--- config.mk ---
export PLATFORM = sky130hd
export DESIGN_NAME = dsp_clock_power_manager
export DESIGN_NICKNAME = d
export VERILOG_FILES = /design/src/clock_power_pkg.sv /design/src/dsp_clock_power_manager.sv
export VERILOG_INCLUDE_DIRS = /design/src
export SDC_FILE = /design/constraint.sdc
export NUM_CORES = 1
export LEC_CHECK = 0
export ABC_AREA = 0
export BUFFER_PORTS_ARGS = -buffer_cell sky130_fd_sc_hd__buf_2
export CORE_ASPECT_RATIO = 1.1
export CORE_UTILIZATION = 55
export CTS_BUF_LIST = sky130_fd_sc_hd__clkbuf_16
export DETAILED_ROUTE_END_ITERATION = 6
export GPL_TIMING_DRIVEN = 0
export PLACE_DENSITY = 0.76
export RECOVER_POWER = 25
export SLEW_MARGIN = 40
export SYNTH_ARGS = -nofsm -noshare
export SYNTH_HDL_FRONTEND = slang
export SYNTH_SLANG_ARGS = --single-unit
--- constraint.sdc ---
create_clock -name clock -period 10 [get_ports clock]
set_clock_uncertainty 0.15 [all_clocks]
set_input_delay 1.5 -clock clock [delete_from_list [all_inputs] [get_ports clock]]
set_output_delay 1.5 -clock clock [all_outputs]
set_load 0.01 [all_outputs]
--- src/clock_power_consts.svh ---
// Register offsets, field positions and reset values of the clock and power manager
`ifndef CLOCK_POWER_CONSTS_SVH
`define CLOCK_POWER_CONSTS_SVH

`define ADDR_W            4
`define REG_SYNTH_CTRL    4'h0
`define REG_POWER_CTRL    4'h1
`define REG_AWAIT_CTRL    4'h2
`define REG_STATUS        4'h3

`define SYNTH_PWR_BIT     15
`define SYNTH_SEL_BIT     14
`define SYNTH_N_HI        7
`define SYNTH_N_LO        5
`define SYNTH_M_HI        4
`define SYNTH_M_LO        0
`define SYNTH_N_ONE       3'h7
`define SYNTH_RESET       16'h0000

`define PWR_OSC_OFF_BIT   15
`define PWR_SLOW_BIT      14
`define PWR_STOP_BIT      13
`define PWR_WAKE0_BIT     9
`define PWR_WAKE1_BIT     8
`define PWR_SER1_BIT      7
`define PWR_SER2_BIT      6
`define PWR_HOST_BIT      5
`define PWR_TMR_BIT       4
`define PWR_MASK          16'hE3F0
`define PWR_RESET         16'h0000

`define AWAIT_BIT         15

`define CNT_W             6
`define TICK_GAP          2'h2
`define PIN_COUNT         8
`define PIN_EXT_CLK       0
`define PIN_SYNTH_CLK     1
`define PIN_SYNTH_LOCK    2
`define PIN_RING_CLK      3
`define PIN_IRQ0          4
`define PIN_IRQ1          5
`define PIN_RESET_N       6
`define PIN_STOP_N        7
`define PIN_RESET_VAL     8'hC0

`endif

--- src/clock_power_pkg.sv ---
// Types shared by the clock and power manager
package clock_power_pkg;
  typedef enum logic [1:0] {SRC_EXT, TO_SYNTH, SRC_SYNTH, TO_EXT} src_state_t;
endpackage

--- src/dsp_clock_power_manager.sv ---
// Clock source selection, clock gating and power management of the processor
//
// The implementer's own choices: the placing of the registers and the strobed register port.
`include "clock_power_consts.svh"

module dsp_clock_power_manager
  import clock_power_pkg::*;
(
  input  wire logic                  clock,
  input  wire logic                  rst,
  input  wire logic [`ADDR_W-1:0]    addr,
  input  wire logic [15:0]           wdata,
  input  wire logic                  wr,
  input  wire logic                  rd,
  output logic      [15:0]           rdata,
  input  wire logic                  ext_in_clk,
  input  wire logic                  synth_clk,
  input  wire logic                  synth_locked,
  input  wire logic                  ring_osc_clk,
  input  wire logic                  irq_pin0,
  input  wire logic                  irq_pin1,
  input  wire logic                  reset_pin_n,
  input  wire logic                  stop_pin_n,
  input  wire logic                  timer_own_disable,
  output logic                       core_clk_en,
  output logic                       serial_unit1_clk_en,
  output logic                       serial_unit2_clk_en,
  output logic                       host_port_clk_en,
  output logic                       tmr_clk_en,
  output logic                       synth_power_on,
  output logic                       synth_active,
  output logic                       ring_osc_power_on,
  output logic                       osc_input_powered
);

  // Divider decode
  function automatic logic [`CNT_W-1:0] n_count(input logic [2:0] nbits);
    if (nbits == `SYNTH_N_ONE)
      n_count = `CNT_W'(1);
    else
      n_count = `CNT_W'(nbits) + `CNT_W'(2);
  endfunction

  function automatic logic [`CNT_W-1:0] m_count(input logic [4:0] mbits);
    m_count = `CNT_W'(mbits) + `CNT_W'(2);
  endfunction

  // Pin synchronisers: a change counts once stages two and three agree
  logic [`PIN_COUNT-1:0] s1_r, s2_r, s3_r, pin_r;
  logic [`PIN_COUNT-1:0] s1_nxt, s2_nxt, s3_nxt, pin_nxt;

  always_comb
  begin
    s1_nxt  = {stop_pin_n, reset_pin_n, irq_pin1, irq_pin0,
               ring_osc_clk, synth_locked, synth_clk, ext_in_clk};
    s2_nxt  = s1_r;
    s3_nxt  = s2_r;
    pin_nxt = pin_r;
    for (int i = 0; i < `PIN_COUNT; i++)
    begin
      if (s2_r[i] == s3_r[i])
        pin_nxt[i] = s3_r[i];
    end
  end

  always_ff @(posedge clock)
  begin
    if (rst)
    begin
      s1_r  <= `PIN_RESET_VAL;
      s2_r  <= `PIN_RESET_VAL;
      s3_r  <= `PIN_RESET_VAL;
      pin_r <= `PIN_RESET_VAL;
    end
    else
    begin
      s1_r  <= s1_nxt;
      s2_r  <= s2_nxt;
      s3_r  <= s3_nxt;
      pin_r <= pin_nxt;
    end
  end

  // Source ticks are rising edges of the filtered source clocks
  logic ext_tick, synth_tick, ring_tick, reset_pin_low, stop_pin_low;
  logic irq0_hi, irq1_hi;

  assign ext_tick      = pin_nxt[`PIN_EXT_CLK] & ~pin_r[`PIN_EXT_CLK];
  assign synth_tick    = pin_nxt[`PIN_SYNTH_CLK] & ~pin_r[`PIN_SYNTH_CLK];
  assign ring_tick     = pin_nxt[`PIN_RING_CLK] & ~pin_r[`PIN_RING_CLK];
  assign reset_pin_low = ~pin_r[`PIN_RESET_N];
  assign stop_pin_low  = ~pin_r[`PIN_STOP_N];
  assign irq0_hi       = pin_r[`PIN_IRQ0];
  assign irq1_hi       = pin_r[`PIN_IRQ1];

  // Registers and switching state
  logic [15:0]          synth_ctrl_r, synth_ctrl_nxt;
  logic [15:0]          power_ctrl_r, power_ctrl_nxt;
  logic                 await_r, await_nxt;
  logic                 lock_r, lock_nxt;
  src_state_t           src_r, src_nxt;
  logic [`CNT_W-1:0]    cnt_r, cnt_nxt;
  logic                 slow_active_r, slow_active_nxt;
  logic                 deep_sleep_r, deep_sleep_nxt;
  logic [15:0]          rdata_nxt;
  logic                 core_en_nxt, ser1_nxt, ser2_nxt, host_nxt, tmr_nxt;
  logic                 ring_pwr_nxt;

  logic                 on_synth, src_tick, clock_alive, deep_sleep, wr_synth, wr_power;
  logic [`CNT_W-1:0]    n_val, m_val;

  assign n_val    = n_count(synth_ctrl_r[`SYNTH_N_HI:`SYNTH_N_LO]);
  assign m_val    = m_count(synth_ctrl_r[`SYNTH_M_HI:`SYNTH_M_LO]);
  assign wr_synth = wr && (addr == `REG_SYNTH_CTRL);
  assign wr_power = wr && (addr == `REG_POWER_CTRL);

  // The synthesizer pin already carries half the oscillator rate
  assign on_synth = (src_r == SRC_SYNTH) || (src_r == TO_EXT);
  // Tick of the source in use. The source may change in any cycle, so two ticks
  // of different clocks can fall close together; tick_ok below guards that
  always_comb
  begin
    if (slow_active_r)
      src_tick = ring_tick;
    else if (on_synth)
      src_tick = synth_tick;
    else
      src_tick = ext_tick;
  end

  // Deep sleep: stop bit, stop pin or dead input circuit off the ring oscillator
  assign deep_sleep  = power_ctrl_r[`PWR_STOP_BIT] | stop_pin_low
                     | (power_ctrl_r[`PWR_OSC_OFF_BIT] & ~slow_active_r);
  assign clock_alive = ~deep_sleep;

  // Guard after every passed tick: a swap of sources may place a new tick next
  // to the last old one, and that short period must never reach a load
  // Dropping such a tick only stretches one period, which the loads tolerate
  logic [1:0]           gap_r, gap_nxt;
  logic                 tick_ok;

  assign tick_ok = src_tick & (gap_r == 2'h0);

  always_comb
  begin
    gap_nxt = gap_r;
    if (tick_ok)
      gap_nxt = `TICK_GAP;
    else if (gap_r != 2'h0)
      gap_nxt = gap_r - 2'h1;
  end

  always_ff @(posedge clock)
  begin
    if (rst)
      gap_r <= 2'h0;
    else
      gap_r <= gap_nxt;
  end

  // Register and power control state
  always_comb
  begin
    synth_ctrl_nxt  = synth_ctrl_r;
    power_ctrl_nxt  = power_ctrl_r;
    await_nxt       = await_r;
    lock_nxt        = lock_r;
    slow_active_nxt = power_ctrl_r[`PWR_SLOW_BIT];
    deep_sleep_nxt  = deep_sleep;
    if (wr_synth)
    begin
      synth_ctrl_nxt = wdata;
      lock_nxt       = 1'b0;
    end
    // Lock detection stops once the flag is set; a lock beats a same-cycle clear
    if (!lock_r && synth_ctrl_r[`SYNTH_PWR_BIT] && pin_r[`PIN_SYNTH_LOCK])
      lock_nxt = 1'b1;
    if (wr_power)
      power_ctrl_nxt = wdata & `PWR_MASK;
    // Wakes win over a same-cycle software write of the stop bit
    if ((irq0_hi && power_ctrl_r[`PWR_WAKE0_BIT])
        || (irq1_hi && power_ctrl_r[`PWR_WAKE1_BIT]))
      power_ctrl_nxt[`PWR_STOP_BIT] = 1'b0;
    // Reset pin only undoes the stop and osc-off bits; all other state is kept
    if (reset_pin_low)
    begin
      power_ctrl_nxt[`PWR_STOP_BIT]    = 1'b0;
      power_ctrl_nxt[`PWR_OSC_OFF_BIT] = 1'b0;
    end
    if (wr && (addr == `REG_AWAIT_CTRL) && clock_alive)
      await_nxt = wdata[`AWAIT_BIT];
    // Any interrupt ends standby; it wins over a write in the same cycle
    if (irq0_hi || irq1_hi)
      await_nxt = 1'b0;
  end

  always_ff @(posedge clock)
  begin
    if (rst)
    begin
      synth_ctrl_r  <= `SYNTH_RESET;
      power_ctrl_r  <= `PWR_RESET;
      await_r       <= 1'b0;
      lock_r        <= 1'b0;
      slow_active_r <= 1'b0;
      deep_sleep_r  <= 1'b0;
    end
    else
    begin
      synth_ctrl_r  <= synth_ctrl_nxt;
      power_ctrl_r  <= power_ctrl_nxt;
      await_r       <= await_nxt;
      lock_r        <= lock_nxt;
      slow_active_r <= slow_active_nxt;
      deep_sleep_r  <= deep_sleep_nxt;
    end
  end

  // Input clock / synthesizer switch. The count runs on old-source ticks, so
  // the core keeps its old rate until the swap
  always_comb
  begin
    src_nxt = src_r;
    cnt_nxt = cnt_r;
    case (src_r)
      SRC_EXT:
      begin
        if (synth_ctrl_r[`SYNTH_SEL_BIT])
        begin
          src_nxt = TO_SYNTH;
          cnt_nxt = n_val + `CNT_W'(1);
        end
      end
      TO_SYNTH:
      begin
        if (!synth_ctrl_r[`SYNTH_SEL_BIT])
          src_nxt = SRC_EXT;
        else if (ext_tick)
        begin
          if (cnt_r <= `CNT_W'(1))
            src_nxt = SRC_SYNTH;
          else
            cnt_nxt = cnt_r - `CNT_W'(1);
        end
      end
      SRC_SYNTH:
      begin
        if (!synth_ctrl_r[`SYNTH_SEL_BIT])
        begin
          src_nxt = TO_EXT;
          cnt_nxt = `CNT_W'(m_val / n_val) + `CNT_W'(1);
        end
      end
      TO_EXT:
      begin
        if (synth_ctrl_r[`SYNTH_SEL_BIT])
          src_nxt = SRC_SYNTH;
        else if (synth_tick || !synth_ctrl_r[`SYNTH_PWR_BIT])
        begin
          if (cnt_r <= `CNT_W'(1) || !synth_ctrl_r[`SYNTH_PWR_BIT])
            src_nxt = SRC_EXT;
          else
            cnt_nxt = cnt_r - `CNT_W'(1);
        end
      end
      default:
      begin
        src_nxt = SRC_EXT;
        cnt_nxt = '0;
      end
    endcase
  end

  always_ff @(posedge clock)
  begin
    if (rst)
    begin
      src_r <= SRC_EXT;
      cnt_r <= '0;
    end
    else
    begin
      src_r <= src_nxt;
      cnt_r <= cnt_nxt;
    end
  end

  // Clock gates and outputs; whole ticks pass or none do
  always_comb
  begin
    core_en_nxt  = tick_ok & ~deep_sleep & ~await_r;
    // Peripherals are stopped by deep sleep but keep running in standby
    ser1_nxt     = tick_ok & ~deep_sleep & ~power_ctrl_r[`PWR_SER1_BIT];
    ser2_nxt     = tick_ok & ~deep_sleep & ~power_ctrl_r[`PWR_SER2_BIT];
    host_nxt     = tick_ok & ~deep_sleep & ~power_ctrl_r[`PWR_HOST_BIT];
    tmr_nxt      = tick_ok & ~deep_sleep
                 & ~(power_ctrl_r[`PWR_TMR_BIT] | timer_own_disable);
    // Ring oscillator drops one cycle after the gate closed
    ring_pwr_nxt = power_ctrl_r[`PWR_SLOW_BIT] & ~(deep_sleep & deep_sleep_r);
    rdata_nxt    = 16'h0000;
    if (rd)
    begin
      case (addr)
        `REG_SYNTH_CTRL: rdata_nxt = synth_ctrl_r;
        `REG_POWER_CTRL: rdata_nxt = power_ctrl_r;
        `REG_AWAIT_CTRL: rdata_nxt = {await_r, 15'h0000};
        `REG_STATUS:     rdata_nxt = {11'h000, deep_sleep, clock_alive & ~await_r,
                                      slow_active_r, on_synth, lock_r};
        default:         rdata_nxt = 16'h0000;
      endcase
    end
  end

  always_ff @(posedge clock)
  begin
    if (rst)
    begin
      rdata               <= 16'h0000;
      core_clk_en         <= 1'b0;
      serial_unit1_clk_en <= 1'b0;
      serial_unit2_clk_en <= 1'b0;
      host_port_clk_en    <= 1'b0;
      tmr_clk_en          <= 1'b0;
      synth_power_on      <= 1'b0;
      synth_active        <= 1'b0;
      ring_osc_power_on   <= 1'b0;
      osc_input_powered   <= 1'b1;
    end
    else
    begin
      rdata               <= rdata_nxt;
      core_clk_en         <= core_en_nxt;
      serial_unit1_clk_en <= ser1_nxt;
      serial_unit2_clk_en <= ser2_nxt;
      host_port_clk_en    <= host_nxt;
      tmr_clk_en          <= tmr_nxt;
      // Synthesizer power ignores stop and standby
      synth_power_on      <= synth_ctrl_r[`SYNTH_PWR_BIT];
      synth_active        <= on_synth;
      ring_osc_power_on   <= ring_pwr_nxt;
      osc_input_powered   <= ~power_ctrl_r[`PWR_OSC_OFF_BIT];
    end
  end

endmodule

== After elaboration in Yosys (flattened, before gate mapping) ==
Cells that the tools add are included.

* Input bits: 33
* Flip-flop bits (word level): 96
* Output and inout bits: 25

* Reductions and logical operators: 28
* Add/subtract/negate cells: 6
* Multiplexer cells: 29
* Equality and inequality tests: 27
* Bitwise operators: 32
* Divide/modulo/power cells: 1
* $lt $le $gt $ge: 1

{| class="wikitable"
|+ Operator list
! operator !! number
|-
| $pmux 16 s4 || 1
|-
| $mux 6 || 8
|-
| $pmux 6 s4 || 1
|-
| $mux 2 || 10
|-
| $not 1->1 || 15
|-
| $and 1x1->1 || 14
|-
| $ne 2x2->1 const B || 7
|-
| $add 6x1->6 const B || 2
|-
| $eq 1x1->1 || 8
|-
| $eq 4x2->1 const B || 2
|-
| $logic_and 1x1->1 || 8
|-
| $pmux 2 s4 || 1
|-
| $reduce_and 8->1 || 1
|-
| $reduce_or 2->1 || 4
|-
| $mux 1 || 7
|-
| $add 5x2->6 const B || 1
|-
| $div 6x6->6 || 1
|-
| $le 6x1->1 const B || 1
|-
| $ne 3x2->1 const B || 2
|-
| $ne 3x3->1 const B || 2
|-
| $reduce_and 6->1 || 1
|-
| $reduce_bool 2->1 || 3
|-
| $sub 6x1->6 const B || 1
|-
| $logic_or 1x1->1 || 5
|-
| 13 further kinds || 18
|}

== Logic depth before layout (Yosys ltp) ==
Gate-level depths: netlist (run 1).

* Depth after elaboration: 8
* Gate-level depth with buffers: 46

== Worst setup path after synthesis (run 1) ==
No wires, ideal clock.

* Kind: reg-to-reg
* Start: register synth_ctrl_r[1]
* End: register cnt_r[2]
* Period minus slack after synthesis: 8.286 ns
* Arrival time: 8.008 ns
* Buffers on the path: 1
* Stages on the path, launching flop included: 46
* Slack: 1.714 ns
* Path through: dfxtp_1 > ha_1 > nand3_1 > inv_1 > ha_1 > nand2_1 > nor4b_2 > a211oi_1 > nor2_1 > inv_1 > ha_1 > o21a_1 > o221a_2 > a21oi_1 > xnor2_1 > ha_1 > nand2_1 > o21ai_1 > [10 not listed] > o21a_1 > o21ai_0 > nand2_1 > or2_1 > buf_6 > nor2_1 > a21oi_1 > ha_1 > a21o_1 > a21o_1 > a21oi_1 > o21ai_1 > ha_1 > xnor2_1 > a22oi_1 > nor2_1 > a221oi_1 > nor2_1

* Longest elaborated chain between the ends: 5

{| class="wikitable"
|+ Ends and longest elaborated chain
! element !! RTL line !! RTL
|-
| start, declared || dsp_clock_power_manager.sv:97 || <nowiki>logic [15:0] synth_ctrl_r, synth_ctrl_nxt;</nowiki>
|-
| start signal, assigned || dsp_clock_power_manager.sv:201 || <nowiki>synth_ctrl_r <= `SYNTH_RESET;</nowiki>
|-
| start signal, assigned || dsp_clock_power_manager.sv:210 || <nowiki>synth_ctrl_r <= synth_ctrl_nxt;</nowiki>
|-
| $add 5x2->6 (no line) || n/a ||
|-
| $div 6x6->6 || dsp_clock_power_manager.sv:251 || <nowiki>cnt_nxt = `CNT_W'(m_val / n_val) + `CNT_W'(1);</nowiki>
|-
| $add 6x1->6 (no line) || n/a ||
|-
| $mux 6 || dsp_clock_power_manager.sv:248 || <nowiki>if (!synth_ctrl_r[`SYNTH_SEL_BIT])</nowiki>
|-
| $pmux 6 s4 || dsp_clock_power_manager.sv:225 || <nowiki>case (src_r)</nowiki>
|-
| end signal, assigned || dsp_clock_power_manager.sv:284 || <nowiki>cnt_r <= cnt_nxt;</nowiki>
|-
| end, declared || dsp_clock_power_manager.sv:102 || <nowiki>logic [`CNT_W-1:0] cnt_r, cnt_nxt;</nowiki>
|}

Every way passes these cells. The select of a mux whose other input is x is not followed.
A chain may end at the register's enable or synchronous reset.

== Worst setup path after layout (run 1) ==
* Start: register synth_ctrl_r[2]
* End: register cnt_r[2]

Same word-level chain as after synthesis.

==> impl_metrics.env, run 1 <==
export IMPL_multi_input_area_um2=2611
export IMPL_fin_crit_sh=0.9262
export IMPL_synth_nets=613
export IMPL_final_common_cell="dfxtp_1"
export IMPL_vias=4205
export IMPL_synth_compound_area_frac=0.1892
export IMPL_core_area_um2=8083
export IMPL_final_fill_count=692
export IMPL_synth_area_leaders="dfxtp_1 41%, ha_1 7.5%, a21oi_1 6.1%, nand2_1 5.5%, nor2_1 4.6%"
export IMPL_die_h_um=98.90
export IMPL_drtIter0Drc=207
export IMPL_drc=0
export IMPL_syn_inst=552
export IMPL_slew_violations=0
export IMPL_hold_depth=1
export IMPL_ir_worst_vdd_uv=133.9
export IMPL_cp_arrival_ns=9.32
export IMPL_cp_required_ns=10.06
export IMPL_synth_edf_count=0
export IMPL_grt_pass1_wl_um=18620
export IMPL_cts_htree_levels=3
export IMPL_crit_family="compound AO/OA/AOI/OAI gates"
export IMPL_setup_tns_ns=0
export IMPL_final_cell_mix="95 x dfxtp_1, 69 x nand2_1, 57 x a21oi_1"
export IMPL_drv_cap=0
export IMPL_dieWidth_um=90.09
export IMPL_cp_common_cell="ha_1"
export IMPL_cpMaxStageDelayCell="dfxtp_1"
export IMPL_grt_max_degree=19
export IMPL_numCtsBuffers=9
export IMPL_ys_types=71
export IMPL_dpl_hpwl_um=8216
export IMPL_critical_path_max_stage_delay_ns=0.47
export IMPL_grt_pass1_vias=4083
export IMPL_critPathBufInv=3
export IMPL_synth_area_mux_share=0.02106
export IMPL_yosys_warnings=0
export IMPL_dp_slack_ns=0.5426
export IMPL_grt_use_total=0.2592
export IMPL_grt_remaining_overflow=0
export IMPL_avgSynthCellArea_um2=8.505
export IMPL_finalSetupViolCount=0
export IMPL_worstMarginPinSlew_ns=0.7475
export IMPL_synth_fa_ha_area_frac=0.07676
export IMPL_rr_startpoint="synth_ctrl_r[2]"
export IMPL_placed_area_um2=5105
export IMPL_ys_seq_area_frac=0.4094
export IMPL_hold_violations=0
export IMPL_cts_tree="done"
export IMPL_antenna_found_initial=0
export IMPL_startpoint_type="register"
export IMPL_powerDensity_nw_per_um2=150.8
export IMPL_cts_buffer_depth=2
export IMPL_r2r_slack_ns=0.74
export IMPL_regArea_um2=1923
export IMPL_synth_xor_area_frac=0.02239
export IMPL_wl_per_cell_um=15.61
export IMPL_die_area_um2=8909
export IMPL_syn2layout_area_growth_pct=14.82
export IMPL_r2r_end="cnt_r[2]"
export IMPL_max_freq_mhz=108.0
export IMPL_clock_root_buffer="clkbuf_16"
export IMPL_post_cts_repair_setup_buffers=0
export IMPL_post_route_min_period_ns=9.262
export IMPL_start_util=0.5808
export IMPL_post_route_cell_area_um2=5390
export IMPL_vias_per_cell=5.752
export IMPL_status="completed"
export IMPL_critPathMaxFanout=6
export IMPL_synthFlopType="dfxtp_1"
export IMPL_synth_seq_cells=96
export IMPL_worstHoldPathType="register to register"
export IMPL_cp_startpoint="synth_ctrl_r[2]"
export IMPL_power_leakage_nw=2.104
export IMPL_finalWorstSetupSlack_ns=0.7381
export IMPL_synth_top_family_by_area="simple AND/OR/NAND/NOR gates"
export IMPL_r2r_cells=46
export IMPL_antenna_cells=0
export IMPL_clk_pin_slew_ns=0.07
export IMPL_clock_latency_ns=0.34
export IMPL_worstHoldStart="s1_r[7]"
export IMPL_ioPinCount=58
export IMPL_yosysTopAreaCellShare=0.4094
export IMPL_place_congestion=0.8712
export IMPL_holdPathEnd="s2_r[7]"
export IMPL_clkSinkCount=96
export IMPL_drt_first_pass_iters=5
export IMPL_layout_nets=679
export IMPL_drive_gt1_frac=0.1477
export IMPL_synth_simple_area_share=0.2425
export IMPL_synth_largest_area_cell="dfxtp_1"
export IMPL_async_flop_share=0
export IMPL_netlist_area_um2=4695
export IMPL_portBuffers=55
export IMPL_slew_headroom=0.5006
export IMPL_rows=34
export IMPL_setup_worst_path_class="register to register"
export IMPL_totalWireLength_um=11410
export IMPL_ant_nets=0
export IMPL_cp_end_kind="register"
-- logic make-up (layout without fill, tap and decap cells) --
kind of cell	after synthesis	after routing
mux	9	9
simple gates	225	225
fa+ha+maj	29	29
flops	96	96
xor+xnor	12	12
buf+inv	45	116
compound gates	136	136
-- flip-flops by register name, summed over array words and instances, names as in the netlist, 2 cells and up, named ones only --
| name | flops |
|---|---|
| rdata | 16 |
| synth_ctrl_r | 16 |
| power_ctrl_r | 9 |
| pin_r | 8 |
| s1_r | 8 |
| s2_r | 8 |
| s3_r | 8 |
| cnt_r | 6 |
| gap_r | 2 |
-- final cells by class --
class                      count  area share
buffer                        24     0.01903
tap                          108     0.02507
multi-input combinational    411      0.4844
clock buffer                   9     0.04178
inverter                      21     0.01462
sequential                    96      0.3568
timing repair buffer          55     0.04712
clock inverter                 7     0.01114
-- through the flow --
step | hold slack, ns | total power, mW | std cells | utilization
2_1_floorplan | 0.2395 | 0.4686 | 552 | -
3_3_place_gp | 0.2471 | 0.4905 | 715 | 0.6316
3_5_place_dp | 0.2468 | 0.4936 | 715 | 0.6316
4_1_cts | 0.2628 | 0.8143 | 731 | 0.6669
5_1_grt | 0.2845 | 0.8428 | 731 | 0.6669
6_report | 0.2648 | 0.8131 | 731 | 0.6669
-- per-layer routing --
| layer | up-vias | share of wire | GRT usage |
|---|---|---|---|
| li1 | 2054 | - | - |
| met1 | 1991 | 0.41 | 0.3039 |
| met2 | 140 | 0.52 | 0.4639 |
| met3 | 20 | 0.051 | 0.03549 |
| met4 | 0 | 0.021 | 0.1290 |
| met5 | - | 0 | 0 |
-- report_power, final --
group	total (mW)	switching, mW	internal [mW]
sequential	0.392	0.00346	0.388
clock	0.326	0.152	0.173
combinational	0.0957	0.0538	0.0419
total	0.813	0.210	0.603
-- synthesized netlist by cell type, types with 2 or more instances --
| cell type | n |
|---|---|
| nor4b_2 | 3 |
| clkbuf_1 | 18 |
| nand3_1 | 13 |
| nand2_1 | 69 |
| a221oi_1 | 2 |
| o21ai_0 | 18 |
| nor4_1 | 4 |
| or2_2 | 7 |
| nor2b_1 | 26 |
| a21oi_1 | 57 |
| a211o_1 | 2 |
| o211ai_1 | 2 |
| xor2_1 | 6 |
| dfxtp_1 | 96 |
| inv_1 | 19 |
| nor3_1 | 11 |
| o21ai_1 | 3 |
| nor4_2 | 2 |
| nand4_1 | 4 |
| o31ai_1 | 2 |
| mux2_2 | 3 |
| a41oi_1 | 2 |
| a211oi_1 | 3 |
| a21o_1 | 5 |
| ha_1 | 28 |
| nor2_1 | 57 |
| a31oi_1 | 2 |
| a22oi_1 | 12 |
| buf_2 | 4 |
| nor3b_1 | 2 |
| o21a_1 | 8 |
| xnor2_1 | 6 |
| mux2i_1 | 5 |
| nand3b_1 | 3 |
| o21bai_1 | 2 |
| nand2b_1 | 5 |
| and2_1 | 7 |
-- worst max path at each step --
stage / slack, ns / depth (start not counted) / to
5_1_grt: -0.02 / 46 / cnt_r[2]
4_1_cts: 0.50 / 45 / cnt_r[2]
6_report: 0.74 / 46 / cnt_r[2]
3_3_place_gp: 0.82 / 45 / cnt_r[2]
2_1_floorplan: 1.71 / 45 / cnt_r[2]
3_5_place_dp: 0.54 / 45 / cnt_r[2]
-- repair_timing --
item,4_1_cts,5_1_grt
hold endpoints to repair,0,0
gates resized for setup,0,5
setup endpoints to repair,0,4
hold buffers,0,0
No activity file was read; power rests on OpenSTA's default activity.
==> run 2: changes to the inputs <==
- CORE_UTILIZATION: 55 -> 40
- GPL_TIMING_DRIVEN: 0 -> default
- PLACE_DENSITY: 0.76 -> default
==> run 2 against run 1 <==
Sequential power about the same; largest cell class unchanged; global-route usage decreased by 6.8 points; final area increased by 0.42%; power increased by 3.1%; largest power group unchanged; via count decreased by 5.9%.
==> impl_metrics.env, run 2 (same netlist as run 1, synthesis figures left out) <==
export IMPL_fin_crit_sh=0.9207
export IMPL_cp_arrival_ns=9.27
export IMPL_clk_pin_slew_ns=0.07
export IMPL_grt_busiest_layer="met2"
export IMPL_drt_first_pass_iters=4
export IMPL_place_congestion=0.8463
export IMPL_finalSetupViolCount=0
export IMPL_ioPinCount=58
export IMPL_final_common_cell="dfxtp_1"
export IMPL_grt_remaining_overflow=0
export IMPL_final_cell_mix="95 x dfxtp_1, 69 x nand2_1, 57 x a21oi_1, 57 x nor2_1, 55 x buf_2"
export IMPL_cp_common_cell="ha_1"
export IMPL_wl_per_cell_um=14.89
export IMPL_grtUsageMet3=0.03150
export IMPL_post_route_min_period_ns=9.207
export IMPL_setup_worst_path_class="register to register"
export IMPL_grt_pass1_wl_um=18240
export IMPL_grt_max_degree=62
export IMPL_cp_end_kind="register"
export IMPL_cp_required_ns=10.06
export IMPL_hold_buffers=0
export IMPL_layout_nets=661
export IMPL_core_area_um2=11440
export IMPL_regArea_um2=1923
export IMPL_syn2layout_area_growth_pct=15.30
export IMPL_cts_tree="done"
export IMPL_status="completed"
export IMPL_clock_root_buffer="clkbuf_16"
export IMPL_antenna_found_initial=0
export IMPL_die_area_um2=12170
export IMPL_dpl_hpwl_um=8169
export IMPL_r2r_slack_ns=0.79
export IMPL_multi_input_area_um2=2600
export IMPL_drtIter0Drc=199
export IMPL_rows=41
export IMPL_die_h_um=115.6
export IMPL_numCtsBuffers=9
export IMPL_rsz0062_at_grt="no"
export IMPL_post_cts_repair_setup_buffers=0
export IMPL_start_util=0.4104
export IMPL_critPathMaxFanout=6
export IMPL_cts_resized=0
export IMPL_power_leakage_nw=2.169
export IMPL_dieWidth_um=105.3
export IMPL_totalWireLength_um=11240
export IMPL_grt_use_total=0.1910
export IMPL_reg_top3="rdata x16, synth_ctrl_r x16, power_ctrl_r x9"
export IMPL_critical_path_max_stage_delay_ns=0.44
export IMPL_place_inst=739
export IMPL_vias_per_cell=5.241
export IMPL_drive_gt1_frac=0.1719
export IMPL_grt_pass1_vias=3770
export IMPL_clkSinkCount=96
export IMPL_portBuffers=57
export IMPL_grt_use_met2=0.3298
export IMPL_vias=3957
export IMPL_setup_tns_ns=0
export IMPL_cpMaxStageDelayCell="dfxtp_1"
export IMPL_drc=0
export IMPL_use_met1=0.2377
export IMPL_max_freq_mhz=108.6
export IMPL_stdcell_count=755
export IMPL_ir_worst_vdd_uv=89.14
export IMPL_powerDensity_nw_per_um2=154.9
export IMPL_worstHoldPathType="register to register"
export IMPL_ant_nets=0
export IMPL_worstMarginPinSlew_ns=0.7186
export IMPL_startpoint_type="register"
export IMPL_cts_buffer_depth=2
export IMPL_antenna_cells=0
export IMPL_final_fill_count=1130
export IMPL_hold_violations=0
export IMPL_cts_htree_levels=3
export IMPL_slew_headroom=0.5199
export IMPL_slew_violations=0
export IMPL_clock_latency_ns=0.35
export IMPL_drv_cap=0
==> run 2: per-layer routing <==
metal	vias up	routed length [um]
met5	-	0
met4	0	193
met3	12	344
met2	76	5636
met1	1845	5068
li1	2024	-
==> run 2: cell type report <==
class	count	area share
flip-flops and latches	96	0.3553
clock buffers	9	0.04161
clock inverters	7	0.01572
repair buffers	61	0.05779
multi-input cells	411	0.4804
inverters	21	0.01456
well taps	150	0.03467
==> run 2: path summary, 6_finish.rpt <==
check                  start       end  cells past startpoint
min reg2reg          s1_r[6]   s2_r[6]                      1
max reg2reg  synth_ctrl_r[2]  cnt_r[2]                     44
max          synth_ctrl_r[2]  cnt_r[2]                     44
min                  s1_r[6]   s2_r[6]                      1
==> run 2: where the power goes <==
part | switching (mW) | total [mW] | internal, mW
clock | 0.158 | 0.358 | 0.200
sequential | 0.00353 | 0.392 | 0.388
combinational | 0.0510 | 0.0894 | 0.0384
total | 0.212 | 0.838 | 0.626
==> run 2: critical path, delay by kind of cell (launching register included) <==
family | cells | cell delay (ns)
XOR/XNOR | 2 | 0.25
adder cells (fa/ha/maj) | 8 | 2.33
AO/OA/AOI/OAI | 21 | 3.67
multiplexers | 1 | 0.40
flip-flops | 1 | 0.44
AND/OR/NAND/NOR | 10 | 1.69
buffers and inverters | 2 | 0.16
==> run 2: stage by stage <==
| stage | power, mW | area (um^2) | util | worst slack (ns) | hold slack (ns) |
|---|---|---|---|---|---|
| global placement | 0.4882 | 5095 | 0.4454 | 1.062 | 0.2469 |
| finish | 0.8385 | 5413 | 0.4731 | 0.7928 | 0.2618 |
| floorplan | 0.4686 | 4695 | - | 1.714 | 0.2395 |
| global route | 0.8728 | 5413 | 0.4731 | 0.04577 | 0.2818 |
| CTS | 0.8468 | 5414 | 0.4733 | 0.7648 | 0.2662 |
| detailed placement | 0.4890 | 5104 | 0.4461 | 0.7925 | 0.2488 |
